==> src/inc/iohsd_defs.vh <==
// constants for the io head start-up and diagnosis policy block
`ifndef IOHSD_DEFS_VH
`define IOHSD_DEFS_VH

// register word addresses
`define IOHSD_REG_CTRL     4'h0
`define IOHSD_REG_STATUS   4'h1
`define IOHSD_REG_IRQ_STAT 4'h2
`define IOHSD_REG_IRQ_MASK 4'h3
`define IOHSD_REG_DPV1     4'h4

// control register fields
`define IOHSD_CTRL_HOT_SWAP   0
`define IOHSD_CTRL_START_CONS 1
`define IOHSD_CTRL_OUT_DIS_EN 2
`define IOHSD_CTRL_DIAG_STAT  3
`define IOHSD_CTRL_REDUNDANT  4
`define IOHSD_CTRL_WIDTH      5
`define IOHSD_CTRL_RESET      5'h00

// extended acyclic configuration fields
`define IOHSD_DPV1_ENABLE     0
`define IOHSD_DPV1_ALARM_LSB  1
`define IOHSD_DPV1_ALARM_MSB  7
`define IOHSD_DPV1_WIDTH      8
`define IOHSD_DPV1_RESET      8'h00

// interrupt event bits
`define IOHSD_IRQ_ERROR     0
`define IOHSD_IRQ_DIAG      1
`define IOHSD_IRQ_STARTUP   2
`define IOHSD_IRQ_INHIBIT   3
`define IOHSD_IRQ_WIDTH     4
`define IOHSD_IRQ_RESET     4'h0

// policy states
`define IOHSD_ST_OFFLINE 2'h0
`define IOHSD_ST_STARTUP 2'h1
`define IOHSD_ST_RUN     2'h2
`define IOHSD_ST_ERROR   2'h3

`endif

==> src/iohsd_policy.v <==
// start-up consistency, error state, output inhibit and diagnosis policy of the io head
`timescale 1ns/1ns
`include "iohsd_defs.vh"

// How it works
// start-up is first on-line or primary entry
// hot swap off: any module fault errors
// start-up consistency: faults at start-up error
// start-up consistency: later faults only diagnose
// power interruption restarts; missing module errors
// redundant pair: changeover never reruns test
// no consistency: faults only produce diagnosis
// output inhibit obeyed only when enabled
// status reporting off: module changes only
// status reporting on: module or system changes
// alarm and slave-function settings are ignored
// class 2 acyclic accepted without class 1
// cyclic-only master unaffected by acyclic enable
// master disables redundant-only parameters
// master sets channel length 4 to 244
// error persists until next start-up
module iohsd_policy #(
	parameter NUM_MODULES = 8
) (
	input wire ref_clk_in,
	input wire rstn_in,
	// avalon-mm slave
	input wire [3:0] avs_address_in,
	input wire avs_read_in,
	input wire avs_write_in,
	input wire [31:0] avs_writedata_in,
	output wire [31:0] avs_readdata_out,
	output wire avs_waitrequest_out,
	// head state pins
	input wire power_good_in,
	input wire online_in,
	input wire primary_online_in,
	input wire redundancy_changeover_request_in,
	input wire [NUM_MODULES-1:0] module_fault_in,
	input wire [NUM_MODULES-1:0] module_missing_in,
	input wire [7:0] system_status_in,
	input wire inhibit_cmd_in,
	input wire class1_acyc_req_in,
	input wire class2_acyc_req_in,
	// results
	output wire cyclic_outputs_enable_out,
	output wire outputs_inhibit_out,
	output wire error_state_out,
	output wire diag_pulse_out,
	output wire class1_acyc_accept_out,
	output wire class2_acyc_accept_out,
	output wire irq_out
);
	localparam NPIN = 2 * NUM_MODULES + 14;

	// ----------------------------------------
	// input synchronisation
	// ----------------------------------------
	// all pins share one delay, so their relative order of change is kept
	wire [NPIN-1:0] pins_raw;
	wire [NPIN-1:0] pins_s;
	assign pins_raw = {power_good_in, online_in, primary_online_in, redundancy_changeover_request_in,
		inhibit_cmd_in, class1_acyc_req_in, class2_acyc_req_in, system_status_in[6:0],
		module_fault_in, module_missing_in};

	iohsd_sync #(
		.WIDTH(NPIN)
	) u_sync (
		.ref_clk_in(ref_clk_in),
		.rstn_in(rstn_in),
		.async_in(pins_raw),
		.sync_out(pins_s)
	);

	// top status bit has its own pair of flops, same two-cycle delay as the rest
	reg sys7_m_q;
	reg sys7_q;
	always @(posedge ref_clk_in or negedge rstn_in) begin
		if (!rstn_in) begin
			sys7_m_q <= 1'b0;
			sys7_q <= 1'b0;
		end else begin
			sys7_m_q <= system_status_in[7];
			sys7_q <= sys7_m_q;
		end
	end

	wire pwr_s = pins_s[NPIN-1];
	wire online_s = pins_s[NPIN-2];
	wire primary_s = pins_s[NPIN-3];
	wire changeover_s = pins_s[NPIN-4];
	wire inhibit_s = pins_s[NPIN-5];
	wire c1_s = pins_s[NPIN-6];
	wire c2_s = pins_s[NPIN-7];
	wire [7:0] sys_s = {sys7_q, pins_s[2*NUM_MODULES+6:2*NUM_MODULES]};
	wire [NUM_MODULES-1:0] fault_s = pins_s[2*NUM_MODULES-1:NUM_MODULES];
	wire [NUM_MODULES-1:0] missing_s = pins_s[NUM_MODULES-1:0];

	// ----------------------------------------
	// registers
	// ----------------------------------------
	reg [`IOHSD_CTRL_WIDTH-1:0] ctrl_q;
	reg [`IOHSD_DPV1_WIDTH-1:0] dpv1_q;
	reg [`IOHSD_IRQ_WIDTH-1:0] irq_stat_q;
	reg [`IOHSD_IRQ_WIDTH-1:0] irq_mask_q;
	reg [31:0] rdata_q;
	reg ack_q;

	wire hot_swap = ctrl_q[`IOHSD_CTRL_HOT_SWAP];
	wire start_cons = ctrl_q[`IOHSD_CTRL_START_CONS];
	wire out_dis_en = ctrl_q[`IOHSD_CTRL_OUT_DIS_EN];
	wire diag_stat_en = ctrl_q[`IOHSD_CTRL_DIAG_STAT];
	wire redundant = ctrl_q[`IOHSD_CTRL_REDUNDANT];
	wire dpv1_en = dpv1_q[`IOHSD_DPV1_ENABLE];

	// one wait state per access: answered on the second edge after the request appears;
	// ack_q drops on the answering edge, so a request still held is served
	// again only after another wait state, never twice in one beat
	wire req = (avs_read_in | avs_write_in) & ~ack_q;
	wire wr_take = avs_write_in & ack_q;
	assign avs_waitrequest_out = (avs_read_in | avs_write_in) & ~ack_q;
	assign avs_readdata_out = rdata_q;

	// ----------------------------------------
	// policy state machine
	// ----------------------------------------
	// state codes, shared with the status register readout
	localparam [1:0] ST_OFFLINE = `IOHSD_ST_OFFLINE;
	localparam [1:0] ST_STARTUP = `IOHSD_ST_STARTUP;
	localparam [1:0] ST_RUN = `IOHSD_ST_RUN;
	localparam [1:0] ST_ERROR = `IOHSD_ST_ERROR;

	reg [1:0] state_q;
	reg [1:0] state_d;
	reg started_q;
	reg online_prev_q;
	reg primary_prev_q;
	reg pwr_prev_q;

	// low-to-high step of a synchronised level against its last value
	function step_up;
		input now_lvl;
		input last_lvl;
		begin
			step_up = now_lvl & ~last_lvl;
		end
	endfunction

	// whether a module fault stops the head: always with hot swap off,
	// only inside start-up when consistency is asked for, never otherwise
	function fault_stops;
		input faulty;
		input swap_on;
		input consistency;
		input starting;
		begin
			if (!swap_on) begin
				fault_stops = faulty;
			end else begin
				fault_stops = faulty & consistency & starting;
			end
		end
	endfunction

	// start-up: first on-line after power, or the primary edge of a redundant pair
	wire online_rise = step_up(online_s, online_prev_q);
	wire primary_rise = step_up(primary_s, primary_prev_q);
	wire startup_evt = pwr_s & ~started_q &
		(redundant ? primary_rise : online_rise);
	// a power drop seen at a clock sample rearms start-up; a dip shorter than
	// one clock period can slip between two samples and go unseen
	wire power_drop = step_up(pwr_prev_q, pwr_s);

	wire any_fault = (|fault_s) | (|missing_s);
	// changeover is never acted on: started_q stays set, so no second check

	always @* begin
		state_d = state_q;
		case (state_q)
			ST_OFFLINE: begin
				if (startup_evt) begin
					state_d = ST_STARTUP;
				end
			end
			ST_STARTUP: begin
				// consistency check happens once here, never on changeover
				if (fault_stops(any_fault, hot_swap, start_cons, 1'b1)) begin
					state_d = ST_ERROR;
				end else begin
					state_d = ST_RUN;
				end
			end
			ST_RUN: begin
				if (fault_stops(any_fault, hot_swap, start_cons, 1'b0)) begin
					state_d = ST_ERROR;
				end
			end
			ST_ERROR: begin
				// left only by the power drop below, which rearms start-up
				state_d = ST_ERROR;
			end
			default: begin
				state_d = ST_OFFLINE;
			end
		endcase
		if (power_drop) begin
			state_d = ST_OFFLINE;
		end
	end

	always @(posedge ref_clk_in or negedge rstn_in) begin
		if (!rstn_in) begin
			state_q <= `IOHSD_ST_OFFLINE;
			started_q <= 1'b0;
			online_prev_q <= 1'b0;
			primary_prev_q <= 1'b0;
			pwr_prev_q <= 1'b0;
		end else begin
			state_q <= state_d;
			online_prev_q <= online_s;
			primary_prev_q <= primary_s;
			pwr_prev_q <= pwr_s;
			// only a power drop clears it, so a changeover never rearms the check
			if (power_drop) begin
				started_q <= 1'b0;
			end else if (startup_evt) begin
				started_q <= 1'b1;
			end
		end
	end

	// ----------------------------------------
	// diagnosis generation
	// ----------------------------------------
	reg [NUM_MODULES-1:0] fault_prev_q;
	reg [NUM_MODULES-1:0] missing_prev_q;
	reg [7:0] sys_prev_q;
	reg diag_q;
	// change against last cycle's copy; changes while off-line are dropped
	wire mod_change = (fault_s != fault_prev_q) | (missing_s != missing_prev_q);
	wire sys_change = (sys_s != sys_prev_q);
	wire diag_d = (state_q != `IOHSD_ST_OFFLINE) &
		(mod_change | (diag_stat_en & sys_change));

	always @(posedge ref_clk_in or negedge rstn_in) begin
		if (!rstn_in) begin
			fault_prev_q <= {NUM_MODULES{1'b0}};
			missing_prev_q <= {NUM_MODULES{1'b0}};
			sys_prev_q <= 8'h00;
			diag_q <= 1'b0;
		end else begin
			fault_prev_q <= fault_s;
			missing_prev_q <= missing_s;
			sys_prev_q <= sys_s;
			diag_q <= diag_d;
		end
	end

	// ----------------------------------------
	// outputs inhibit and acyclic acceptance
	// ----------------------------------------
	reg inhibit_q;
	reg c1_acc_q;
	reg c2_acc_q;
	// inhibit follows the command level, no latching: lifting it frees outputs
	wire inhibit_ok = inhibit_s & out_dis_en;
	wire active = (state_q == `IOHSD_ST_RUN);

	always @(posedge ref_clk_in or negedge rstn_in) begin
		if (!rstn_in) begin
			inhibit_q <= 1'b0;
			c1_acc_q <= 1'b0;
			c2_acc_q <= 1'b0;
		end else begin
			inhibit_q <= inhibit_ok;
			// alarm bits of the acyclic config are never consulted
			c1_acc_q <= active & c1_s & dpv1_en;
			c2_acc_q <= active & c2_s;
		end
	end

	// outputs stay off through start-up until the consistency check has passed
	assign cyclic_outputs_enable_out = active & ~inhibit_q;
	assign outputs_inhibit_out = inhibit_q;
	assign error_state_out = (state_q == `IOHSD_ST_ERROR);
	assign diag_pulse_out = diag_q;
	assign class1_acyc_accept_out = c1_acc_q;
	assign class2_acyc_accept_out = c2_acc_q;

	// ----------------------------------------
	// register file and interrupts
	// ----------------------------------------
	wire [`IOHSD_IRQ_WIDTH-1:0] irq_evt;
	// error entry taken from the next state, so the flag sets on the entering edge
	assign irq_evt[`IOHSD_IRQ_ERROR] = (state_d == `IOHSD_ST_ERROR) & (state_q != `IOHSD_ST_ERROR);
	assign irq_evt[`IOHSD_IRQ_DIAG] = diag_d;
	assign irq_evt[`IOHSD_IRQ_STARTUP] = startup_evt;
	assign irq_evt[`IOHSD_IRQ_INHIBIT] = inhibit_ok & ~inhibit_q;

	wire [`IOHSD_IRQ_WIDTH-1:0] w1c = (wr_take && avs_address_in == `IOHSD_REG_IRQ_STAT) ?
		avs_writedata_in[`IOHSD_IRQ_WIDTH-1:0] : {`IOHSD_IRQ_WIDTH{1'b0}};

	reg [31:0] rd_mux;
	always @* begin
		rd_mux = 32'h0000_0000;
		case (avs_address_in)
			`IOHSD_REG_CTRL: rd_mux[`IOHSD_CTRL_WIDTH-1:0] = ctrl_q;
			// bit 6 mirrors the changeover level; it is shown, never acted on
			`IOHSD_REG_STATUS: rd_mux[6:0] = {changeover_s, c2_acc_q, inhibit_q, started_q, diag_q, state_q};
			`IOHSD_REG_IRQ_STAT: rd_mux[`IOHSD_IRQ_WIDTH-1:0] = irq_stat_q;
			`IOHSD_REG_IRQ_MASK: rd_mux[`IOHSD_IRQ_WIDTH-1:0] = irq_mask_q;
			`IOHSD_REG_DPV1: rd_mux[`IOHSD_DPV1_WIDTH-1:0] = dpv1_q;
			default: rd_mux = 32'h0000_0000;
		endcase
	end

	always @(posedge ref_clk_in or negedge rstn_in) begin
		if (!rstn_in) begin
			ctrl_q <= `IOHSD_CTRL_RESET;
			dpv1_q <= `IOHSD_DPV1_RESET;
			irq_stat_q <= `IOHSD_IRQ_RESET;
			irq_mask_q <= `IOHSD_IRQ_RESET;
			rdata_q <= 32'h0000_0000;
			ack_q <= 1'b0;
		end else begin
			ack_q <= req;
			if (req & avs_read_in) begin
				rdata_q <= rd_mux;
			end
			// set wins over a simultaneous write-one clear
			irq_stat_q <= (irq_stat_q & ~w1c) | irq_evt;
			if (wr_take) begin
				case (avs_address_in)
					`IOHSD_REG_CTRL: ctrl_q <= avs_writedata_in[`IOHSD_CTRL_WIDTH-1:0];
					`IOHSD_REG_IRQ_MASK: irq_mask_q <= avs_writedata_in[`IOHSD_IRQ_WIDTH-1:0];
					`IOHSD_REG_DPV1: dpv1_q <= avs_writedata_in[`IOHSD_DPV1_WIDTH-1:0];
					default: ctrl_q <= ctrl_q;
				endcase
			end
		end
	end

	assign irq_out = |(irq_stat_q & irq_mask_q);
endmodule

==> src/iohsd_sync.v <==
// two-flop synchroniser for a vector of asynchronous levels
`timescale 1ns/1ns
module iohsd_sync #(
	parameter WIDTH = 1
) (
	input wire ref_clk_in,
	input wire rstn_in,
	input wire [WIDTH-1:0] async_in,
	output wire [WIDTH-1:0] sync_out
);
	reg [WIDTH-1:0] meta_q;
	reg [WIDTH-1:0] sync_q;

	always @(posedge ref_clk_in or negedge rstn_in) begin
		if (!rstn_in) begin
			meta_q <= {WIDTH{1'b0}};
			sync_q <= {WIDTH{1'b0}};
		end else begin
			meta_q <= async_in;
			sync_q <= meta_q;
		end
	end

	assign sync_out = sync_q;
endmodule

==> config.mk <==
export PLATFORM = sky130hd
export DESIGN_NAME = iohsd_policy
export DESIGN_NICKNAME = d
export VERILOG_FILES = /design/src/iohsd_policy.v /design/src/iohsd_sync.v
export VERILOG_INCLUDE_DIRS = /design/src /design/src/inc
export SDC_FILE = /design/constraint.sdc
export NUM_CORES = 1
export LEC_CHECK = 0
export BUFFER_PORTS_ARGS = -buffer_cell sky130_fd_sc_hd__buf_4
export CORE_MARGIN = 1.5
export CORE_UTILIZATION = 30
export DETAILED_ROUTE_END_ITERATION = 8
export GPL_ROUTABILITY_DRIVEN = 1
export SYNTH_ARGS = -nofsm -noshare
export SYNTH_HDL_FRONTEND = slang
export SYNTH_SLANG_ARGS = --single-unit
==> constraint.sdc <==
create_clock -name ref_clk_in -period 1.76 [get_ports ref_clk_in]
set_input_delay 0.176 -clock ref_clk_in [delete_from_list [all_inputs] [get_ports ref_clk_in]]
set_output_delay 0.176 -clock ref_clk_in [all_outputs]
set_load 0.02 [all_outputs]
==> flow_metrics.tcl, run 1 <==
set metrics [dict create \
    netlist_instances 309 \
    gp_congestion 0.766 \
    first_pass_iters 9 \
    drive_gt1_share_pct 24.2 \
    finClkSkew_ns 0.00644 \
    core_area_um2 14600 \
    hold_violations 0 \
    die_area_um2 15800 \
    cts_made_buffers 17 \
    synth_area_leader_cell "dfrtp_1" \
    cts_resized 0 \
    period_share_pct 90.5 \
    setup_viol 0 \
    grt_max_degree 127 \
    seq_area_um2 3150 \
    vdd_drop_max_v 0.000779 \
    ant_nets 0 \
    relSlewSlack_pct 51.7 \
    fmax_mhz 628 \
    maxCapViolCount 0 \
    die_w_um 126 \
    crit_type "flip-flop to output port" \
    insertion_delay_ns 0.41 \
    antenna_found_initial 0 \
    cp-start-kind "flip-flop" \
    final_net_count 496 \
    htree_levels 4 \
    rsz0062_at_grt "false" \
    rows 44 \
    drc 8 \
    cts_buffer_depth 2 \
    viasPerCell 4.30 \
    fin_setup_tns_ns 0 \
    synth_seq_area_share_pct 69.7 \
    ys_async_sr_fraction_pct 100 \
    violations "design-rule violations" \
    synth_top_cells_by_count "dfrtp_1, buf_4, xnor2_1" \
    drtIter0Drc 122 \
    syn_area_um2 4520 \
    numClockSinks 126 \
    r2r_start "u_sync.sync_out[8]" \
    num_vias 2673 \
    nFillCells 1353 \
    yosysWarningCount 0 \
    outcome "finished, violations left" \
    finalInstanceArea_um2 6080 \
    worst_pin_slew_ns 0.724 \
    required_ns 1.58 \
    hp-start "avs_writedata_in[0]" \
    grt_pass1_wl_um 13600 \
    crit_start "state_q[0]" \
    cts_tree "built" \
    dp_hpwl_um 5160 \
    synthFlopType "dfrtp_1" \
    synth-seq-cells 126 \
    synth-edff-count 0 \
    io_pins 111 \
    powerDensity_nw_per_um2 1190 \
    avgSynthCellArea_um2 14.6 \
    multi_input_area_um2 1220 \
    clockRootBuffer "clkbuf_16" \
    wire_per_inst_um 12.7 \
    grt.overflow.total 0 \
    initial_core_util_pct 30.9 \
    path_clk_slew_ns 0.06 \
    end_kind "output port" \
    hold_class "input port to flip-flop" \
    crit_fanout 7 \
    power.leakage_uw 0.00273 \
    crit_arrival_ns 1.42 \
    r2r_slack_ns 0.25 \
    io_buffer_count 62 \
    synth_top_area_share_pct 69.7 \
    yosys-top-cells-area "dfrtp_1, mux2_1, xnor2_1" \
    grtUsageTotal_pct 11.1 \
    min_period_ns 1.59 \
    maxSlewViolCount 0 \
    fp.dieH_um 126 \
    syn_to_final_growth_pct 34.3 \
    drt-total-wl_um 7890 \
    synth_most_common_cell "dfrtp_1" \
    place_area_um2 5130 \
    grt_pass1_vias 2778 \
    synth_cell_type_count 44 \
    diodes 0 \
]
-- report_power, final --
part	internal [uW]	switching (uW)	leakage [uW]
sequential	3130	153	0.00150
combinational	350	350	0.000967
clock	1950	1290	0.000266
total	5430	1800	0.00273
-- worst max-delay path: stages (launching register included) --
cell      delay (ns)
dfrtp_1         0.44
nand2b_1        0.28
nor2_1          0.13
buf_4           0.15
-- sequential cells by signal, indices dropped and copies added, names as in the netlist, 2 cells and up --
| register | cells |
|---|---|
| u_sync.sync_out | 30 |
| ctrl_q | 5 |
| missing_prev_q | 8 |
| irq_mask_q | 4 |
| irq_stat_q | 4 |
| sys_prev_q | 8 |
| u_sync.meta_q | 30 |
| state_q | 2 |
| dpv1_q | 8 |
| fault_prev_q | 8 |
| avs_readdata_out | 8 |
-- cells in the final DEF, fill, tap and decap left out, types with 3 or more instances in the layout --
cell type | Yosys | routed
nor4_1 | 6 | 6
o21ai_1 | 6 | 6
nand3b_1 | 4 | 4
a21oi_1 | 6 | 6
mux2i_1 | 3 | 3
clkinv_4 | 0 | 6
nand2_1 | 17 | 17
dfrtp_1 | 126 | 126
buf_4 | 25 | 65
nand4_1 | 7 | 7
conb_1 | 1 | 24
dlygate4sd3_1 | 0 | 38
clkinvlp_4 | 0 | 4
xnor2_1 | 24 | 24
a22o_1 | 5 | 5
clkbuf_16 | 0 | 17
nor2_1 | 8 | 8
mux2_1 | 19 | 19
a22oi_1 | 4 | 4
inv_1 | 6 | 6
nand2b_1 | 3 | 3
and2_1 | 4 | 4
-- through the flow --
stage | setup WS (ns) | cells | power, uW | hold slack, ns | utilization, %
2_1_floorplan | 0.406 | 332 | 3710 | -0.120 | -
3_3_place_gp | 0.263 | 552 | 3950 | 0.285 | 35.0
3_5_place_dp | 0.272 | 552 | 3970 | 0.286 | 35.0
4_1_cts | 0.134 | 622 | 7340 | 0.00211 | 41.5
5_1_grt | 0.0729 | 622 | 7580 | 0.00773 | 41.5
6_report | 0.167 | 622 | 7230 | 0.0240 | 41.5
-- final cells by class --
| class | instances | area share [%] |
|---|---|---|
| multi-input combinational | 170 | 20.0 |
| timing repair buffer | 104 | 14.6 |
| clock inverter | 15 | 2.31 |
| clock buffer | 17 | 7.00 |
| sequential | 126 | 51.9 |
| inverter | 6 | 0.371 |
| tap | 184 | 3.79 |
-- path summary, 6_finish.rpt --
kind                                             end  cells past startpoint
hold / removal                             dpv1_q[0]                      2
setup / recovery           cyclic_outputs_enable_out                      3
setup reg to reg                          state_q[0]                      4
min in group asynchronous                   sys7_m_q                      3
max in group asynchronous             primary_prev_q                      3
hold reg to reg                   u_sync.sync_out[6]                      0
-- what timing repair did --
action / 4_1_cts / 5_1_grt
hold buffers: 38 / 0
setup buffers: 0 / 0
setup endpoints to repair: 0 / 0
endpoints found under the hold margin: 164 / 0
-- logic make-up after synthesis --
family	after synthesis	share of synthesized area [%]
flops	126	69.7
simple gates	59	8.08
compound gates	41	6.80
buf+inv	36	5.31
xor+xnor	24	4.65
mux	22	5.39
other cells	1	0.0829
-- per-layer routing --
layer / vias up / global-route usage (%) / part of all wire, %
li1: 1262 / - / -
met1: 1323 / 13.6 / 46
met2: 75 / 17.3 / 47
met3: 13 / 4.50 / 5.3
met4: 0 / 5.27 / 1.6
met5: - / 0 / 0
Note: power is estimated with default switching activity, not from simulation.
==> inputs of run 2 (changes only) <==
==> constraint.sdc (replaced) <==
create_clock -name ref_clk_in -period 1.8 [get_ports ref_clk_in]
set_input_delay 0.18 -clock ref_clk_in [delete_from_list [all_inputs] [get_ports ref_clk_in]]
set_output_delay 0.18 -clock ref_clk_in [all_outputs]
set_load 0.02 [all_outputs]
==> flow_metrics.tcl, run 2 (synthesis results as in run 1) <==
set metrics [dict create \
    cts_buffer_depth 2 \
    vdd_drop_max_v 0.000998 \
    drive_gt1_share_pct 23.9 \
    cts_made_buffers 17 \
    finClkSkew_ns 0.00604 \
    initial_core_util_pct 30.9 \
    cts_setup_buffers 0 \
    crit_arrival_ns 1.43 \
    drt-total-wl_um 7940 \
    powerDensity_nw_per_um2 1200 \
    rows 44 \
    min_period_ns 1.61 \
    hold_violations 0 \
    antenna_found_initial 0 \
    fmax_mhz 621 \
    period_share_pct 89.5 \
    die_w_um 126 \
    dp_hpwl_um 5240 \
    worstHoldPathCells 2 \
    worstPathCellList "nand2b_1 -> nor2_1 -> buf_4" \
    htree_levels 4 \
    numClockSinks 126 \
    setup_viol 0 \
    grt_max_degree 127 \
    power.leakage_uw 0.00274 \
    gp_congestion 0.766 \
    wire_per_inst_um 12.8 \
    grt.overflow.total 0 \
    stdcell_count 619 \
    drtIter0Drc 138 \
    crit_fanout 7 \
    dpl_worst_slack_ns 0.287 \
    grtUsageTotal_pct 11.3 \
    rsz0062_at_grt "false" \
    cts_resized 0 \
    final_util_pct 41.6 \
    end_kind "output port" \
    final_net_count 494 \
    worst_slack_ns 0.189 \
    core_area_um2 14600 \
    die_area_um2 15800 \
    maxSlewViolCount 0 \
    syn_to_final_growth_pct 34.7 \
    max_stage_delay_ns 0.44 \
    io_pins 111 \
    required_ns 1.62 \
    fin_setup_tns_ns 0 \
    maxCapViolCount 0 \
    grt_pass1_vias 2808 \
    viasPerCell 4.30 \
    violations "design-rule violations" \
    outcome "finished, violations left" \
    ant_nets 0 \
    cts_tree "built" \
    io_buffer_count 62 \
    drc 8 \
    worst_pin_slew_ns 0.693 \
    clockRootBuffer "clkbuf_16" \
    hold_class "input port to flip-flop" \
    final_cell_mix "dfrtp_1, buf_4, dlygate4sd3_1" \
    insertion_delay_ns 0.41 \
    path_clk_slew_ns 0.06 \
    diodes 0 \
    crit_slowest_cell "dfrtp_1" \
    cp-start-kind "flip-flop" \
    relSlewSlack_pct 53.8 \
    crit_type "flip-flop to output port" \
    r2r_cells 4 \
    grt_pass1_wl_um 13600 \
    placed_cells 552 \
    num_vias 2659 \
    fp.dieH_um 126 \
    first_pass_iters 9 \
    mostFrequentLayoutCell "dfrtp_1" \
]
run 2: cell types whose count changed in the layout (fill, tap and decap cells not counted), sizes merged:
cell | before | now
dlygate4sd3 | 38 | 36
clkinv | 8 | 4
bufinv | 1 | 3
clkinvlp | 4 | 3
clkbuf | 17 | 19
run 2: area by class of cell:
class	count	area (um^2)
repair buffers	102	868
inverters	6	22.5
clock inverters	12	161
multi-input cells	170	1220
well taps	184	230
clock buffers	19	443
flip-flops and latches	126	3150
fillers	1358	8550
run 2: critical path, delay by kind of cell, from the launching register on:
kind          cells  cell delay [ns]
buf+inv           1             0.15
simple gates      2             0.43
flops             1             0.44
run 2: final timing paths:
check | from | endpoint | slack, ns
worst min register to register | u_sync.meta_q[16] | u_sync.sync_out[16] | 0.35
max in group asynchronous | rstn_in | avs_readdata_out[6] | 0.87
min in group asynchronous | rstn_in | u_sync.meta_q[18] | 0.36
worst min-delay path | avs_writedata_in[2] | dpv1_q[2] | 0.02
worst max-delay path | state_q[0] | cyclic_outputs_enable_out | 0.19
worst max register to register | u_sync.sync_out[3] | state_q[0] | 0.28
run 2: metrics by stage:
stage          hold WS, ns  instance area, um^2  power (uW)
5_1_grt            0.00959                 6100        7670
6_report            0.0202                 6100        7330
3_3_place_gp         0.289                 5130        3860
4_1_cts            0.00653                 6100        7440
3_5_place_dp         0.290                 5130        3890
2_1_floorplan       -0.116                 4610        3620
run 2: repair_timing:
action	4_1_cts	5_1_grt
hold buffers	36	0
endpoints found under the hold margin	162	0
setup endpoints to repair	0	0
run 2: power by group:
part | switching, uW | internal [uW] | total (uW)
registers | 150 | 3060 | 3210
clock network | 1230 | 2210 | 3440
logic | 342 | 340 | 681
total | 1720 | 5610 | 7330
run 2: routing by layer:
metal / GRT usage, % / share of wire [%]
met1: 13.4 / 44
met3: 4.38 / 6.2
met5: 0 / 0
met4: 6.09 / 1.5
met2: 17.8 / 48
==> inputs of run 3 (changes only) <==
--- a/config.mk
+++ b/config.mk
@@ -7,6 +7,7 @@
 export NUM_CORES = 1
 export LEC_CHECK = 0
 export BUFFER_PORTS_ARGS = -buffer_cell sky130_fd_sc_hd__buf_4
+export CORE_ASPECT_RATIO = 0.6
 export CORE_MARGIN = 1.5
 export CORE_UTILIZATION = 30
 export DETAILED_ROUTE_END_ITERATION = 8
==> flow_metrics.tcl, run 3 (synthesis results as in run 1) <==
set metrics [dict create \
    period_share_pct 88.7 \
    dp_hpwl_um 6220 \
    clockRootBuffer "clkbuf_16" \
    hp-start "avs_writedata_in[1]" \
    drtIter0Drc 90 \
    rows 34 \
    min_to "dpv1_q[1]" \
    placed_cells 568 \
    power.leakage_uw 0.00276 \
    relSlewSlack_pct 63.2 \
    numClockSinks 126 \
    cts_buffer_depth 2 \
    hold_violations 0 \
    rr_endpoint "irq_stat_q[1]" \
    stdcell_count 636 \
    grt.overflow.total 0 \
    path_clk_slew_ns 0.06 \
    powerDensity_nw_per_um2 1190 \
    antenna_found_initial 0 \
    grt_pass1_vias 2940 \
    wire_per_inst_um 13.9 \
    diodes 0 \
    end_kind "output port" \
    fin_setup_tns_ns 0 \
    ant_nets 0 \
    outcome "finished clean" \
    die_area_um2 15900 \
    viasPerCell 4.28 \
    final_net_count 496 \
    vdd_drop_max_v 0.000599 \
    syn_to_final_growth_pct 36.1 \
    fmax_mhz 626 \
    grtUsageTotal_pct 12.6 \
    grt_pass1_wl_um 15100 \
    crit_buf_inv 1 \
    cts_setup_buffers 0 \
    max_stage_delay_ns 0.45 \
    drive_gt1_share_pct 24.9 \
    initial_core_util_pct 31.0 \
    rsz0062_at_grt "false" \
    grt_max_degree 64 \
    r2r_slack_ns 0.23 \
    die_w_um 162 \
    worstHoldPathCells 2 \
    crit_type "flip-flop to output port" \
    core_area_um2 14600 \
    htree_levels 4 \
    io_buffer_count 62 \
    mostFrequentLayoutCell "dfrtp_1" \
    cts_made_buffers 17 \
    final_cell_mix "dfrtp_1, buf_4, dlygate4sd3_1" \
    r2r_cells 5 \
    num_vias 2725 \
    min_period_ns 1.60 \
    crit_arrival_ns 1.42 \
    required_ns 1.62 \
    drc 0 \
    critPathTopFamily "flip-flops" \
    finalInstanceArea_um2 6160 \
    finClkSkew_ns 0.00843 \
    worst_pin_slew_ns 0.552 \
    maxCapViolCount 0 \
    cp-start-kind "flip-flop" \
    crit_slowest_cell "dfrtp_1" \
    insertion_delay_ns 0.41 \
    worstPathCellList "nand2b_1 -> nor2_1 -> buf_4" \
    fp.dieH_um 98.1 \
    hold_class "input port to flip-flop" \
    io_pins 111 \
    crit_fanout 7 \
    place_area_um2 5190 \
    gp_congestion 0.816 \
    maxSlewViolCount 0 \
    drt-total-wl_um 8840 \
    r2r_start "u_sync.sync_out[7]" \
    hold_ws_ns 0.0234 \
    cts_tree "built" \
    first_pass_iters 5 \
    setup_viol 0 \
]
run 3: cell type report:
| class | instances | area (um^2) |
|---|---|---|
| Fill cell | 1380 | 8440 |
| Sequential cell | 126 | 3150 |
| Multi-Input combinational cell | 170 | 1220 |
| Timing Repair Buffer | 104 | 908 |
| Clock buffer | 17 | 425 |
| Tap cell | 198 | 248 |
| Clock inverter | 15 | 175 |
| Inverter | 6 | 22.5 |
run 3: layer usage:
layer | share of wire, % | up-vias | global-route usage [%] | wire (um)
met3 | 4.8 | 13 | 4.33 | 420
met1 | 50 | 1377 | 17.5 | 4440
met2 | 44 | 74 | 18.0 | 3860
met4 | 1.2 | 0 | 4.70 | 108
li1 | - | 1261 | - | -
met5 | 0 | - | 0 | 0
run 3: where the power goes:
group / internal [uW] / switching, uW
Clock: 2090 / 1360
Combinational: 348 / 355
Sequential: 3060 / 154
run 3: how the worst max path moves through the flow:
stage	slack, ns	from	cells past startpoint	end
global placement	0.04	u_sync.sync_out[7]	5	irq_stat_q[1]
global route	0.07	u_sync.sync_out[7]	5	irq_stat_q[1]
floorplan	0.44	avs_address_in[3]	5	dpv1_q[0]
detailed placement	0.07	u_sync.sync_out[7]	5	irq_stat_q[1]
CTS	0.05	u_sync.sync_out[7]	5	irq_stat_q[1]
finish	0.20	state_q[0]	3	cyclic_outputs_enable_out
run 3: timing repair:
action                     in CTS  in global routing
setup endpoints to repair       0                  2
hold buffers                   36                  0
resized for setup               0                  1
hold endpoints to repair       57                  0
run 3: through the flow:
stage	util [%]	total power (uW)	setup WS, ns
CTS	42.1	7460	0.0531
global route	42.2	7680	0.0743
global placement	35.6	3880	0.0362
floorplan	-	3620	0.442
detailed placement	35.6	3910	0.0706
finish	42.2	7350	0.203
